--- config.mk ---
export PLATFORM = sky130hd
export DESIGN_NAME = scs_clock_control
export DESIGN_NICKNAME = d
export VERILOG_FILES = /design/src/hdl/scs_pin_sync.v /design/src/hdl/scs_clock_control.v
export VERILOG_INCLUDE_DIRS = /design/src /design/src/hdl
export SDC_FILE = /design/constraint.sdc
export NUM_CORES = 1
export LEC_CHECK = 0
export BUFFER_PORTS_ARGS = -buffer_cell sky130_fd_sc_hd__buf_2
export CAP_MARGIN = 20
export CORE_ASPECT_RATIO = 1.1
export CORE_MARGIN = 2
export CORE_UTILIZATION = 59
export DETAILED_ROUTE_END_ITERATION = 10
export PLACE_DENSITY = 0.86
export SLEW_MARGIN = 20
export SYNTH_ARGS = -nofsm -noshare
export SYNTH_HDL_FRONTEND = slang
export SYNTH_HIERARCHICAL = 1
export SYNTH_SLANG_ARGS = --single-unit
--- constraint.sdc ---
create_clock -name CLK -period 5.3 [get_ports CLK]
set_input_delay 0.265 -clock CLK [delete_from_list [all_inputs] [get_ports CLK]]
set_output_delay 0.265 -clock CLK [all_outputs]
set_load 0.05 [all_outputs]
--- src/hdl/scs_defines.vh ---
// Constants for the system clock source control block.
// Assumes a 100 MHz system clock and a 32-bit APB register bus.
`ifndef SCS_DEFINES_VH
`define SCS_DEFINES_VH

`define SCS_CLK_PERIOD_NS     10
// Longest gap between slow RC edges before it is called stopped
`define SCS_SLOW_RC_TIMEOUT_NS 100000
`define SCS_SLOW_RC_TIMEOUT_CYC (`SCS_SLOW_RC_TIMEOUT_NS / `SCS_CLK_PERIOD_NS)

// Register byte offsets
`define SCS_ADDR_CTRL         12'h000
`define SCS_ADDR_STATUS       12'h004
`define SCS_ADDR_SLOW_SEL     12'h008
`define SCS_ADDR_HS_TRIM      12'h00C
`define SCS_ADDR_SLOW_CAL     12'h010

// CTRL fields
`define SCS_CTRL_MODE_LSB     0
`define SCS_CTRL_MODE_MSB     1
`define SCS_CTRL_TRIG_BIT     2
`define SCS_CTRL_DIV_LSB      3
`define SCS_CTRL_DIV_MSB      5

// High-speed modes after wake
`define SCS_MODE_STAY_RC      2'h0
`define SCS_MODE_AUTO         2'h1
`define SCS_MODE_SOFTWARE     2'h2

// Slow clock sources
`define SCS_SLOW_RC           2'h0
`define SCS_SLOW_XTAL         2'h1
`define SCS_SLOW_EXT          2'h2

// Processor divider: 0 = undivided .. 5 = divide by 32
`define SCS_DIV_MAX           3'h5

// Reset values
`define SCS_RST_MODE          2'h0
`define SCS_RST_DIV           3'h0
`define SCS_RST_HS_TRIM       8'h00
`define SCS_RST_SLOW_CAL      16'h0000

`endif

--- src/hdl/scs_pin_sync.v ---
// Three-stage synchroniser for an input from outside the clock domain.
// Assumes the input is slower than a quarter of the system clock.
`timescale 1ns/1ps
`default_nettype none

module scs_pin_sync (
    input  wire clk,
    input  wire reset_n,
    input  wire ce,
    input  wire pin,
    output reg  level,
    output reg  rise
);

    reg s1;
    reg s2;
    reg s3;

    ////////////////////////////////////////////////////////////////////////
    // Change accepted only once the second and third stages agree
    always @(posedge clk or negedge reset_n) begin
        if (!reset_n) begin
            s1    <= 1'b0;
            s2    <= 1'b0;
            s3    <= 1'b0;
            level <= 1'b0;
            rise  <= 1'b0;
        end else if (ce) begin
            s1   <= pin;
            s2   <= s1;
            s3   <= s2;
            rise <= 1'b0;
            if (s2 == s3) begin
                level <= s3;
                rise  <= s3 & ~level;
            end
        end
    end

endmodule // scs_pin_sync

`default_nettype wire

--- src/hdl/scs_clock_control.v ---
// System clock source control: high-speed source switch, dividers and
// slow clock source selection, with an APB register slave.
// Assumes oscillator outputs arrive as asynchronous pins and that the
// power controller drives SLEEP synchronously to CLK.
//
// Decided for this implementation: the APB slave port and the address map.
`timescale 1ns/1ps
`default_nettype none
`include "scs_defines.vh"

module scs_clock_control #(
    parameter SLOW_RC_TIMEOUT = `SCS_SLOW_RC_TIMEOUT_CYC
) (
    input  wire        CLK,
    input  wire        RESET_N,
    input  wire        CE,
    input  wire        PSEL,
    input  wire        PENABLE,
    input  wire        PWRITE,
    input  wire [11:0] PADDR,
    input  wire [31:0] PWDATA,
    output reg  [31:0] PRDATA,
    output reg         PREADY,
    output reg         PSLVERR,
    input  wire        SLEEP,
    input  wire        HS_RC_OSC,
    input  wire        HS_XTAL_OSC,
    input  wire        HS_XTAL_READY,
    input  wire        SLOW_RC_OSC,
    input  wire        SLOW_XTAL_OSC,
    input  wire        GENERAL_IO_NINE,
    output reg         HS_RC_EN,
    output reg         HS_XTAL_EN,
    output reg  [7:0]  HS_RC_TRIM,
    output reg         SLOW_XTAL_EN,
    output reg  [15:0] SLOW_CAL,
    output reg         RADIO_CLK_EN,
    output reg         PERIPH_CLK_EN,
    output reg         CPU_CLK_EN,
    output reg         SLOW_CLK_EN,
    output reg         HS_ON_XTAL
);

    localparam ST_RC   = 2'h0;
    localparam ST_WAIT = 2'h1;
    localparam ST_XTAL = 2'h2;

    // Mask of low tick-counter bits that must all be set for a divided tick
    function [4:0] div_mask;
        input [2:0] d;
        begin
            div_mask = 5'h1F >> (3'h5 - ((d > `SCS_DIV_MAX) ? `SCS_DIV_MAX : d));
        end
    endfunction

    wire        rc_rise;
    wire        xt_rise;
    wire        xt_ready;
    wire        srcx_rise;
    wire        sxt_rise;
    wire        ext_rise;

    reg  [1:0]  hs_mode;
    reg  [2:0]  cpu_div;
    reg  [2:0]  act_div;
    reg         sw_trig;
    reg  [1:0]  slow_sel;
    reg         slow_locked;
    reg  [1:0]  state;
    reg  [4:0]  tick_cnt;
    reg         sleep_q;
    reg  [13:0] rc_gap;
    reg         slow_rc_run;
    reg  [31:0] rd_word;
    reg         rd_hit;
    reg         hs_tick;
    reg         slow_tick;

    wire        wr_acc = PSEL & PENABLE & PWRITE & PREADY;
    wire        wake   = sleep_q & ~SLEEP;
    wire        wrap   = hs_tick & (tick_cnt == 5'h1F);

    ////////////////////////////////////////////////////////////////////////
    // Oscillator and pin inputs
    scs_pin_sync u_hs_rc (
        .clk(CLK), .reset_n(RESET_N), .ce(CE), .pin(HS_RC_OSC),
        .level(), .rise(rc_rise)
    );
    scs_pin_sync u_hs_xt (
        .clk(CLK), .reset_n(RESET_N), .ce(CE), .pin(HS_XTAL_OSC),
        .level(), .rise(xt_rise)
    );
    scs_pin_sync u_xt_rdy (
        .clk(CLK), .reset_n(RESET_N), .ce(CE), .pin(HS_XTAL_READY),
        .level(xt_ready), .rise()
    );
    scs_pin_sync u_slow_rc (
        .clk(CLK), .reset_n(RESET_N), .ce(CE), .pin(SLOW_RC_OSC),
        .level(), .rise(srcx_rise)
    );
    scs_pin_sync u_slow_xt (
        .clk(CLK), .reset_n(RESET_N), .ce(CE), .pin(SLOW_XTAL_OSC),
        .level(), .rise(sxt_rise)
    );
    scs_pin_sync u_slow_ext (
        .clk(CLK), .reset_n(RESET_N), .ce(CE), .pin(GENERAL_IO_NINE),
        .level(), .rise(ext_rise)
    );

    ////////////////////////////////////////////////////////////////////////
    // Selected high-speed and slow ticks
    always @* begin
        hs_tick = ~SLEEP & ((state == ST_XTAL) ? xt_rise : rc_rise);
        case (slow_sel)
            `SCS_SLOW_XTAL: slow_tick = sxt_rise;
            `SCS_SLOW_EXT:  slow_tick = ext_rise;
            default:        slow_tick = srcx_rise;
        endcase
    end

    ////////////////////////////////////////////////////////////////////////
    // Register read decode
    always @* begin
        rd_word = 32'h00000000;
        rd_hit  = 1'b1;
        case (PADDR)
            `SCS_ADDR_CTRL: begin
                rd_word[`SCS_CTRL_MODE_MSB:`SCS_CTRL_MODE_LSB] = hs_mode;
                rd_word[`SCS_CTRL_TRIG_BIT] = sw_trig;
                rd_word[`SCS_CTRL_DIV_MSB:`SCS_CTRL_DIV_LSB]  = cpu_div;
            end
            `SCS_ADDR_STATUS: begin
                rd_word[0]   = HS_ON_XTAL;
                rd_word[1]   = xt_ready;
                rd_word[2]   = slow_rc_run;
                rd_word[3]   = slow_locked;
                rd_word[5:4] = slow_sel;
                rd_word[7:6] = state;
            end
            `SCS_ADDR_SLOW_SEL: rd_word[1:0]  = slow_sel;
            `SCS_ADDR_HS_TRIM:  rd_word[7:0]  = HS_RC_TRIM;
            `SCS_ADDR_SLOW_CAL: rd_word[15:0] = SLOW_CAL;
            default:            rd_hit = 1'b0;
        endcase
    end

    ////////////////////////////////////////////////////////////////////////
    // APB slave: one wait state, answer registered
    always @(posedge CLK or negedge RESET_N) begin
        if (!RESET_N) begin
            PRDATA  <= 32'h00000000;
            PREADY  <= 1'b0;
            PSLVERR <= 1'b0;
        end else if (CE) begin
            if (PSEL & PENABLE & ~PREADY) begin
                PREADY  <= 1'b1;
                PSLVERR <= ~rd_hit;
                PRDATA  <= PWRITE ? 32'h00000000 : rd_word;
            end else begin
                PREADY  <= 1'b0;
                PSLVERR <= 1'b0;
            end
        end
    end

    ////////////////////////////////////////////////////////////////////////
    // Software-written configuration
    always @(posedge CLK or negedge RESET_N) begin
        if (!RESET_N) begin
            hs_mode     <= `SCS_RST_MODE;
            cpu_div     <= `SCS_RST_DIV;
            sw_trig     <= 1'b0;
            slow_sel    <= `SCS_SLOW_RC;
            slow_locked <= 1'b0;
            HS_RC_TRIM  <= `SCS_RST_HS_TRIM;
            SLOW_CAL    <= `SCS_RST_SLOW_CAL;
        end else if (CE) begin
            // Trigger only lives while a switch is awaited
            if (state != ST_WAIT || hs_mode != `SCS_MODE_SOFTWARE)
                sw_trig <= 1'b0;
            if (wr_acc) begin
                case (PADDR)
                    `SCS_ADDR_CTRL: begin
                        hs_mode <= PWDATA[`SCS_CTRL_MODE_MSB:`SCS_CTRL_MODE_LSB];
                        cpu_div <= PWDATA[`SCS_CTRL_DIV_MSB:`SCS_CTRL_DIV_LSB];
                        if (PWDATA[`SCS_CTRL_TRIG_BIT])
                            sw_trig <= 1'b1;
                    end
                    `SCS_ADDR_SLOW_SEL: begin
                        // Reserved code 3 is ignored; a chosen source sticks
                        if (!slow_locked && PWDATA[1:0] != 2'h3 &&
                            PWDATA[1:0] != `SCS_SLOW_RC) begin
                            slow_sel    <= PWDATA[1:0];
                            slow_locked <= 1'b1;
                        end
                    end
                    // Trim survives divider changes, sleep and RC disable
                    `SCS_ADDR_HS_TRIM:  HS_RC_TRIM <= PWDATA[7:0];
                    `SCS_ADDR_SLOW_CAL: SLOW_CAL   <= PWDATA[15:0];
                    default: ;
                endcase
            end
        end
    end

    ////////////////////////////////////////////////////////////////////////
    // High-speed source switch
    always @(posedge CLK or negedge RESET_N) begin
        if (!RESET_N) begin
            state   <= ST_RC;
            sleep_q <= 1'b0;
        end else if (CE) begin
            sleep_q <= SLEEP;
            if (SLEEP) begin
                state <= ST_RC;
            end else begin
                case (state)
                    ST_RC: begin
                        if (wake || hs_mode != `SCS_MODE_STAY_RC)
                            state <= (hs_mode == `SCS_MODE_STAY_RC) ? ST_RC : ST_WAIT;
                    end
                    ST_WAIT: begin
                        // Move to ST_XTAL only at a counter wrap so no tick is cut short
                        if (hs_mode == `SCS_MODE_STAY_RC)
                            state <= ST_RC;
                        else if (xt_ready && wrap &&
                                 (hs_mode == `SCS_MODE_AUTO || sw_trig))
                            state <= ST_XTAL;
                    end
                    ST_XTAL: begin
                        if (!xt_ready && wrap)
                            state <= ST_RC;
                    end
                    default: state <= ST_RC;
                endcase
            end
        end
    end

    ////////////////////////////////////////////////////////////////////////
    // Dividers and clock enables
    always @(posedge CLK or negedge RESET_N) begin
        if (!RESET_N) begin
            tick_cnt      <= 5'h00;
            act_div       <= `SCS_RST_DIV;
            RADIO_CLK_EN  <= 1'b0;
            PERIPH_CLK_EN <= 1'b0;
            CPU_CLK_EN    <= 1'b0;
            SLOW_CLK_EN   <= 1'b0;
            HS_ON_XTAL    <= 1'b0;
            HS_RC_EN      <= 1'b1;
            HS_XTAL_EN    <= 1'b0;
            SLOW_XTAL_EN  <= 1'b0;
        end else if (CE) begin
            if (hs_tick)
                tick_cnt <= tick_cnt + 5'h01;
            // New divider is taken only at a wrap, keeping every cycle whole
            if (wrap)
                act_div <= cpu_div;
            RADIO_CLK_EN  <= hs_tick;
            PERIPH_CLK_EN <= hs_tick & tick_cnt[0];
            CPU_CLK_EN    <= hs_tick &
                             ((tick_cnt & div_mask(act_div)) == div_mask(act_div));
            SLOW_CLK_EN   <= slow_tick;
            HS_ON_XTAL    <= (state == ST_XTAL);
            HS_RC_EN      <= ~SLEEP & (state != ST_XTAL);
            HS_XTAL_EN    <= ~SLEEP & (hs_mode != `SCS_MODE_STAY_RC);
            SLOW_XTAL_EN  <= (slow_sel == `SCS_SLOW_XTAL);
        end
    end

    ////////////////////////////////////////////////////////////////////////
    // Slow RC activity monitor
    always @(posedge CLK or negedge RESET_N) begin
        if (!RESET_N) begin
            rc_gap      <= 14'h0000;
            slow_rc_run <= 1'b0;
        end else if (CE) begin
            if (srcx_rise) begin
                rc_gap      <= 14'h0000;
                slow_rc_run <= 1'b1;
            end else if (rc_gap >= SLOW_RC_TIMEOUT[13:0] - 14'h0001) begin
                slow_rc_run <= 1'b0;
            end else begin
                rc_gap <= rc_gap + 14'h0001;
            end
        end
    end

endmodule // scs_clock_control

`default_nettype wire

Yosys cells after proc, flatten, opt, wreduce, memory -nomap -nowiden. Cells that the tools add are included.

Add/subtract/negate cells: 3. $lt $le $gt $ge: 2. Equal/unequal tests: 25. Shift operators: 1. Multiplexer cells: 31. Bitwise gates (word level): 25. Reductions and logical operators: 33.

Operators with widths (number): two-way mux 14 bit (2); equality test 12 x 4 -> 1 bit, second input constant (2); AND reduction 2 bit (11); AND 1 bit (16); two-way mux 1 bit (16); two-way mux 16 bit (1); one-hot mux 4 bit (4 select lines) (1); adder 14 x 1 -> 14 bit, second input constant (1); greater-or-equal comparator 14 bit, second input constant (1); equality test 12 x 3 -> 1 bit, second input constant (1); equality test 12 x 5 -> 1 bit, second input constant (1); zero test 12 bit (1); one-hot mux 2 bit (3 select lines) (2); two-way mux 2 bit (5); one-hot mux 2 bit (5 select lines) (1); AND reduction 3 bit (3); two-way mux 8 bit (1); NOT 1 bit (8); AND reduction 4 bit (2); equality test 1 bit (6); equality test 2 x 1 -> 1 bit, second input constant (3); inequality test 2 bit, second input constant (3); inequality test 3 bit, second input constant (2); nonzero test 2 bit (3); 17 further kinds (27).

Register bits after elaboration: 130. Input port bits: 57. Output and inout bits: 66. Word-level logic and storage cells: 173.

Logic depth before layout (Yosys ltp). Gate-level depths: netlist of run 1.

Depth in word-level cells: 10. Mapped depth: 7. Mapped depth without buffers: 6.

Hierarchy. The synthesis of run 1 kept the hierarchy.

Modules (own cells, without submodules): scs_clock_control (instances 1, cells an instance 369, area each 4245.3 sq um, sequential area each 2128.3 sq um); scs_pin_sync (instances 6, cells an instance 17, area each 216.5 sq um, sequential area each 125.1 sq um).

Least setup slack after synthesis of run 1. OpenSTA, ideal clock, no wires.

Path type: reg2reg. Start point: reg tick_cnt[0]. End point: reg state[1]. Setup time: 125 ps. Arrival time: 1899 ps. Data required time: 5175 ps. Slack: 3276 ps. Stages on the path, launching flop included: 7. Path buffers: 0. Clock period less this slack: 2024 ps. Path through: dfrtp_1 > ha_1 > and3_1 > ha_1 > and4b_1 > o41ai_1 > mux2_2.

Word-level cells in the longest chain between the ends: 6. Elaborated cells on any way between the ends: 8. Classes of those cells: eq/ne: 3; bitwise: 1; reduce/logical: 4.

Ends and longest elaborated chain: from (decl) (RTL line scs_clock_control.v:70) `reg [4:0] tick_cnt;`; from (signal assigned) (RTL line scs_clock_control.v:256) `tick_cnt <= tick_cnt + 5'h01;`; equality test 5 bit * (RTL line scs_clock_control.v:81) `wire wrap = hs_tick & (tick_cnt == 5'h1F);`; AND 1 bit * (RTL line scs_clock_control.v:81); logical AND 1 bit (2 in a row) (RTL line scs_clock_control.v:226) `else if (xt_ready && wrap &&`; inequality test 4 bit (no line); AND reduction 4 bit (no line) *; to (signal assigned) (RTL line scs_clock_control.v:220) `` state <= (hs_mode == `SCS_MODE_STAY_RC) ? ST_RC : ST_WAIT; ``; to (decl) (RTL line scs_clock_control.v:69) `reg [1:0] state;`.

Every way passes the cells marked *; elsewhere a longest branch is shown, timed or not. A chain may end at the register's enable or synchronous reset.

Worst setup path after layout of run 1.
Start point: reg PREADY. End point: reg PRDATA[5].

Word-level cells in the longest chain between the ends: 3.

Ends and longest elaborated chain: from (decl) (RTL line scs_clock_control.v:23) `output reg PREADY,`; from (signal assigned) (RTL line scs_clock_control.v:152) `PREADY <= 1'b0;`; from (signal assigned) (RTL line scs_clock_control.v:156) `PREADY <= 1'b1;`; from (signal assigned) (RTL line scs_clock_control.v:160) `PREADY <= 1'b0;`; NOT 1 bit (RTL line scs_clock_control.v:155) `if (PSEL & PENABLE & ~PREADY) begin`; AND 1 bit (RTL line scs_clock_control.v:155); AND reduction 2 bit (no line); to (signal assigned) (RTL line scs_clock_control.v:158) `PRDATA <= PWRITE ? 32'h00000000 : rd_word;`; to (decl) (RTL line scs_clock_control.v:22) `output reg [31:0] PRDATA,`.

No other way between the ends.

==> results of run 1 <==
## layout by cell type (no fill, tap or decap), drive strengths merged, types with 3 or more instances in the layout
cell type	count
a32oi	5
mux2i	9
nor4	6
and3	5
bufinv	5
o211ai	3
nor2b	13
o21ai	24
a21oi	19
or3	7
or4	4
clkinvlp	4
ha	5
o22ai	6
o31ai	5
nand2b	3
a41o	5
nor2	10
mux2	55
a22o	9
nor3	4
clkinv	5
xnor2	4
dlygate4sd3	19
inv	28
nand4	4
o2bb2ai	7
a221o	3
o41ai	3
clkbuf	17
and4	8
nand2	23
dfrtp	113
buf	92
conb	16
nand3	15
## cell type report
type	instances	area (µm²)
Fill cell	544	2230
Multi-Input combinational cell	305	2330
Timing Repair Buffer	111	658
Sequential cell	114	2850
Clock buffer	17	414
Inverter	27	101
Tap cell	114	143
Clock inverter	15	233
## flip-flops by register name, indices dropped and copies added, names as in the netlist, 2 cells and up
register,cells
rc_gap,14
hs_mode,2
cpu_div,3
tick_cnt,5
slow_sel,2
act_div,3
PRDATA,16
SLOW_CAL,16
state,2
HS_RC_TRIM,8
## worst min-delay path by stage
stage,cells past startpoint,slack (ns),from,to
floorplan,0,-0.03,RESET_N,CPU_CLK_EN
global placement,1,0.37,RESET_N,u_hs_xt/s1
detailed placement,1,0.39,RESET_N,u_hs_xt/s2
CTS,2,0.004,PWDATA[5],HS_RC_TRIM[5]
global route,2,0.01,PWDATA[5],HS_RC_TRIM[5]
finish,2,0.01,PWDATA[5],HS_RC_TRIM[5]
## layer usage
layer  vias up  share of wire
li1       1922              -
met5         -              0
met4         0          0.031
met2       173           0.52
met1      2158           0.40
met3        40          0.054
## stage by stage
| step | cell area [µm²] | util | worst slack, ns |
|---|---|---|---|
| 3_3_place_gp | 5890 | 0.657 | 2.75 |
| 2_1_floorplan | 5560 | - | 3.28 |
| 3_5_place_dp | 5890 | 0.657 | 2.69 |
| 4_1_cts | 6730 | 0.751 | 2.65 |
| 6_report | 6730 | 0.751 | 2.65 |
| 5_1_grt | 6730 | 0.751 | 2.47 |
## report_power, final
part / internal [mW] / switching (mW) / total, mW
Sequential: 0.948 / 0.0742 / 1.02
Clock: 0.815 / 0.423 / 1.24
Combinational: 0.113 / 0.165 / 0.279
Total: 1.88 / 0.662 / 2.54
## worst register-to-register path, cell delays in order (launching register included)
cell,delay (ns)
dfrtp_1,0.42
nand4b_1,0.79
nor4_2,0.79
nand4_1,0.31
o21ai_0,0.25
## what timing repair did
action                                 in CTS  in global routing
hold buffers                               19                  0
endpoints found under the hold margin      81                  0
setup buffers                               0                  0
==> impl_metrics.json, run 1 <==
{
  "hpwl_um": 8320,
  "antenna_found_initial": 0,
  "gr-total-overflow": 0,
  "hold_slack_ns": 0.0119,
  "area_growth_pct": 22.3,
  "dp_cells": 652,
  "diodes": 0,
  "finalPower_mw": 2.54,
  "vias_per_cell": 6.11,
  "crit_family": "simple AND/OR/NAND/NOR gates",
  "synthCells": 468,
  "grt_usage": 0.273,
  "gp_congestion": 0.875,
  "maxSlewHeadroom": 0.324,
  "core-area_um2": 8960,
  "clock_path_buffers": 2,
  "slowest_delay_ns": 0.79,
  "drv_cap": 0,
  "final_layout_size_suffix_gt1_frac": 0.323,
  "tritoncts": "yes",
  "grt_use_met2": 0.444,
  "drtAntennaViolNets": 0,
  "io_pins": 123,
  "start_kind": "flip-flop",
  "hold_violations": 0,
  "grt_max_degree": 69,
  "first_iter_violations": 300,
  "drv_slew": 0,
  "worstPathArrival_ns": 3.08,
  "endpoint": "PRDATA[5]",
  "insertion_delay_ns": 0.52,
  "start_util": 0.614,
  "crit_path_top_delay_cell": "nand4b_1",
  "grt_pass1_vias": 4322,
  "fin_setup_tns_ns": 0,
  "cts.sinks": 114,
  "use_met1": 0.347,
  "worstRegToRegCells": 4,
  "grt_pass1_wl_um": 21300,
  "critPathBufInv": 0,
  "final_min_period_over_clock_period": 0.500,
  "top_usage_layer": "met2",
  "worstPathMaxFanout": 20,
  "worstPathRequired_ns": 5.73,
  "layout.cells.non_filler": 703,
  "clk_pin_slew_ns": 0.06,
  "hold_path_class": "primary input to flip-flop",
  "num_vias": 4293,
  "path_depth": 4,
  "rrSetupSlack_ns": 2.65,
  "cts_buffers": 17,
  "fin_nets": 638,
  "crit_chain": "nand4b_1 > nor4_2 > nand4_1 > o21ai_0",
  "drtPass1Iterations": 5,
  "rows": 36,
  "grt_use_met3": 0.0636,
  "synth_area_um2": 5500,
  "fin_worst_skew_ns": 0.00702,
  "wirelength_um": 13000,
  "cts_root_buf": "clkbuf_8",
  "fmax_mhz": 377,
  "worstSetupPathType": "flip-flop to flip-flop",
  "tightest_slew_ns": 1.01,
  "p_leak_nw": 3.34,
  "portBuffers": 90,
  "irDropWorstVdd_v": 0.000255,
  "drc": 0,
  "layout_min_cycle_time_ns": 2.65,
  "r2r-end": "PRDATA[5]",
  "finalSetupViolations": 0,
  "powerDensity_nw_per_um2": 377,
  "rsz0062_at_grt": "false",
  "dieArea_um2": 10100,
  "die_w_um": 96.1,
  "synth_warnings": 6,
  "htreeDepth": 4,
  "avgSynthCellArea_um2": 11.8,
  "startpoint": "PREADY",
  "die_h_um": 105,
  "critical_path.endpoint_type": "flip-flop",
  "post_cts_resized": 0,
  "outcome": "complete, no violations",
  "r2r-start": "PREADY",
  "drt-wirelength-per-cell_um": 18.5
}
Note: power is estimated with default switching activity, not from simulation.
==> run 2: changes to the inputs <==
--- a/config.mk
+++ b/config.mk
@@ -6,13 +6,14 @@
 export SDC_FILE = /design/constraint.sdc
 export NUM_CORES = 1
 export LEC_CHECK = 0
+export ABC_AREA = 1
 export BUFFER_PORTS_ARGS = -buffer_cell sky130_fd_sc_hd__buf_2
 export CAP_MARGIN = 20
 export CORE_ASPECT_RATIO = 1.1
 export CORE_MARGIN = 2
-export CORE_UTILIZATION = 59
+export CORE_UTILIZATION = 55
 export DETAILED_ROUTE_END_ITERATION = 10
-export PLACE_DENSITY = 0.86
+export PLACE_DENSITY = 0.81
 export SLEW_MARGIN = 20
 export SYNTH_ARGS = -nofsm -noshare
 export SYNTH_HDL_FRONTEND = slang
==> constraint.sdc (replaced) <==
create_clock -name CLK -period 2.5 [get_ports CLK]
set_input_delay 0.125 -clock CLK [delete_from_list [all_inputs] [get_ports CLK]]
set_output_delay 0.125 -clock CLK [all_outputs]
set_load 0.05 [all_outputs]
==> run 2 against run 1 <==
Synthesized cell count grew 46%. Worst setup slack worse by 2.3 ns. Critical endpoint is now rc_gap[11]. Clock skew is 0.0019 ns higher. Count of clock-buffer cells in the layout grew 6. Sequential share of layout area down 1.7 points. Combinational power grew 140%. Hold slack improved by 0.059 ns. Clock power is 97% higher. Largest cell class unchanged. Via count increased by 18%. Critical path depth up 5. Non-clock buffer count grew 12.
==> impl_metrics.json, run 2 <==
{
  "worstPathMaxFanout": 14,
  "final_layout_size_suffix_gt1_frac": 0.206,
  "setup_ws_ns": 0.363,
  "fillers": 764,
  "gr-total-overflow": 0,
  "worstSetupPathType": "flip-flop to flip-flop",
  "crit_path_top_delay_cell": "dfrtp_1",
  "drv_cap": 0,
  "final_common_cell": "nand2_1",
  "grt_use_met2": 0.420,
  "die_w_um": 101,
  "antenna_found_initial": 0,
  "fmax_mhz": 468,
  "p_clk_frac": 0.458,
  "io_pins": 123,
  "worstPathRequired_ns": 2.94,
  "die_h_um": 110,
  "clock_path_buffers": 2,
  "cts_buffers": 17,
  "regArea_um2": 2850,
  "clk_pin_slew_ns": 0.06,
  "drt-wirelength-per-cell_um": 14.6,
  "grt_max_degree": 54,
  "portBuffers": 90,
  "start_util": 0.570,
  "drc": 0,
  "post_cts_resized": 0,
  "wirelength_um": 13700,
  "synth_area_um2": 5660,
  "cts.sinks": 114,
  "rows": 38,
  "hold_violations": 0,
  "rsz0062_at_grt": "false",
  "tritoncts": "yes",
  "finalSetupViolations": 0,
  "critical_path.endpoint_type": "flip-flop",
  "synthCells": 682,
  "grt_pass1_wl_um": 23500,
  "hpwl_um": 9560,
  "dieArea_um2": 11100,
  "tightest_slew_ns": 0.765,
  "post-cts-setup-buffer-count": 0,
  "diodes": 0,
  "fin_nets": 870,
  "gp_congestion": 0.905,
  "top_regs": "PRDATA: 16 flops, SLOW_CAL: 16 flops, rc_gap: 14 flops",
  "grt_pass1_vias": 4859,
  "powerDensity_nw_per_um2": 760,
  "grt_use_met3": 0.0639,
  "p_int_mw": 3.87,
  "maxSlewHeadroom": 0.488,
  "crit_chain": "ha_1 > nand3_1 > nand3_1 > a21oi_1 > nand2_1 > nand2_1 > buf_4 > nand2_1 > o21ai_0",
  "p_sw_mw": 1.46,
  "avgSynthCellArea_um2": 8.30,
  "worstPathArrival_ns": 2.57,
  "vias_per_cell": 5.40,
  "multi_input_area_um2": 2390,
  "grt_usage": 0.267,
  "slowest_delay_ns": 0.44,
  "htreeDepth": 4,
  "power_frac_seq": 0.414,
  "start_kind": "flip-flop",
  "p_leak_nw": 3.72,
  "top_usage_layer": "met2",
  "hold_path_class": "primary input to flip-flop",
  "core-area_um2": 9940,
  "use_met1": 0.361,
  "drv_slew": 0,
  "layout_min_cycle_time_ns": 2.14,
  "outcome": "complete, no violations",
  "crit_top_cell": "nand2_1",
  "insertion_delay_ns": 0.53,
  "first_iter_violations": 416,
  "drtPass1Iterations": 5,
  "mostFrequentLayoutCells": "nand2_1, dfrtp_1, buf_2",
  "synth_warnings": 6,
  "num_vias": 5083,
  "switching_share": 0.273,
  "pwr-share-comb": 0.128,
  "area_growth_pct": 23.8,
  "cts_root_buf": "clkbuf_8",
  "fin_worst_skew_ns": 0.00894,
  "place_ws_ns": 0.367,
  "drtAntennaViolNets": 0,
  "irDropWorstVdd_v": 0.000456,
  "final_min_period_over_clock_period": 0.855,
  "fin_setup_tns_ns": 0
}
[run 2: cell type report]
class                   count  share of cell area
clock buffers              23              0.0680
clock inverters             9              0.0182
inverters                  66              0.0359
multi-input cells         486               0.341
flip-flops and latches    114               0.407
well taps                 120              0.0214
repair buffers            123               0.109
[run 2: metrics by stage]
stage	hold slack (ns)	util	power, mW	cell area (µm²)	instances
after floorplan	-0.171	-	2.68	5720	697
after global placement	0.189	0.619	2.83	6160	884
after detailed placement	0.211	0.619	2.88	6160	884
after CTS	0.0620	0.705	5.35	7010	941
after global routing	0.115	0.705	5.59	7010	941
final	0.0707	0.705	5.33	7010	941
[run 2: repair_timing]
item,in CTS,in global routing
endpoints found under the setup margin,0,0
hold endpoints to repair,92,0
hold buffers,25,0
[run 2: power by group through the flow]
stage               clock [mW]  sequential, mW  combinational (mW)
finish                    2.44            2.21               0.683
global route              2.56            2.23               0.790
CTS                       2.46            2.20               0.686
detailed placement           0            2.23               0.650
global placement             0            2.22               0.614
floorplan                    0            2.21               0.467
[run 2: path summary, 6_finish.rpt]
| path | from | end | slack (ns) | cells past startpoint |
|---|---|---|---|---|
| worst max register to register | rc_gap[0] | rc_gap[11] | 0.36 | 9 |
| max in group asynchronous | RESET_N | u_hs_xt/level | 1.52 | 3 |
| min in group asynchronous | RESET_N | rc_gap[13] | 0.17 | 2 |
| worst min register to register | u_slow_rc/level | u_slow_rc/rise | 0.45 | 1 |
| worst max-delay path | rc_gap[0] | rc_gap[11] | 0.36 | 9 |
| worst min-delay path | PWRITE | PRDATA[15] | 0.07 | 4 |
[run 2: layer usage]
metal  share of wire  vias up
met4           0.022        0
li1                -     2440
met1            0.42     2395
met3           0.064       30
met2            0.49      218
met5               0        -
[run 2: worst max-delay path, delay by kind of cell (launching register included)]
family,cells,cell delay [ns]
simple gates,5,0.73
flops,1,0.44
compound gates,2,0.38
fa+ha+maj,1,0.27
buf+inv,1,0.23
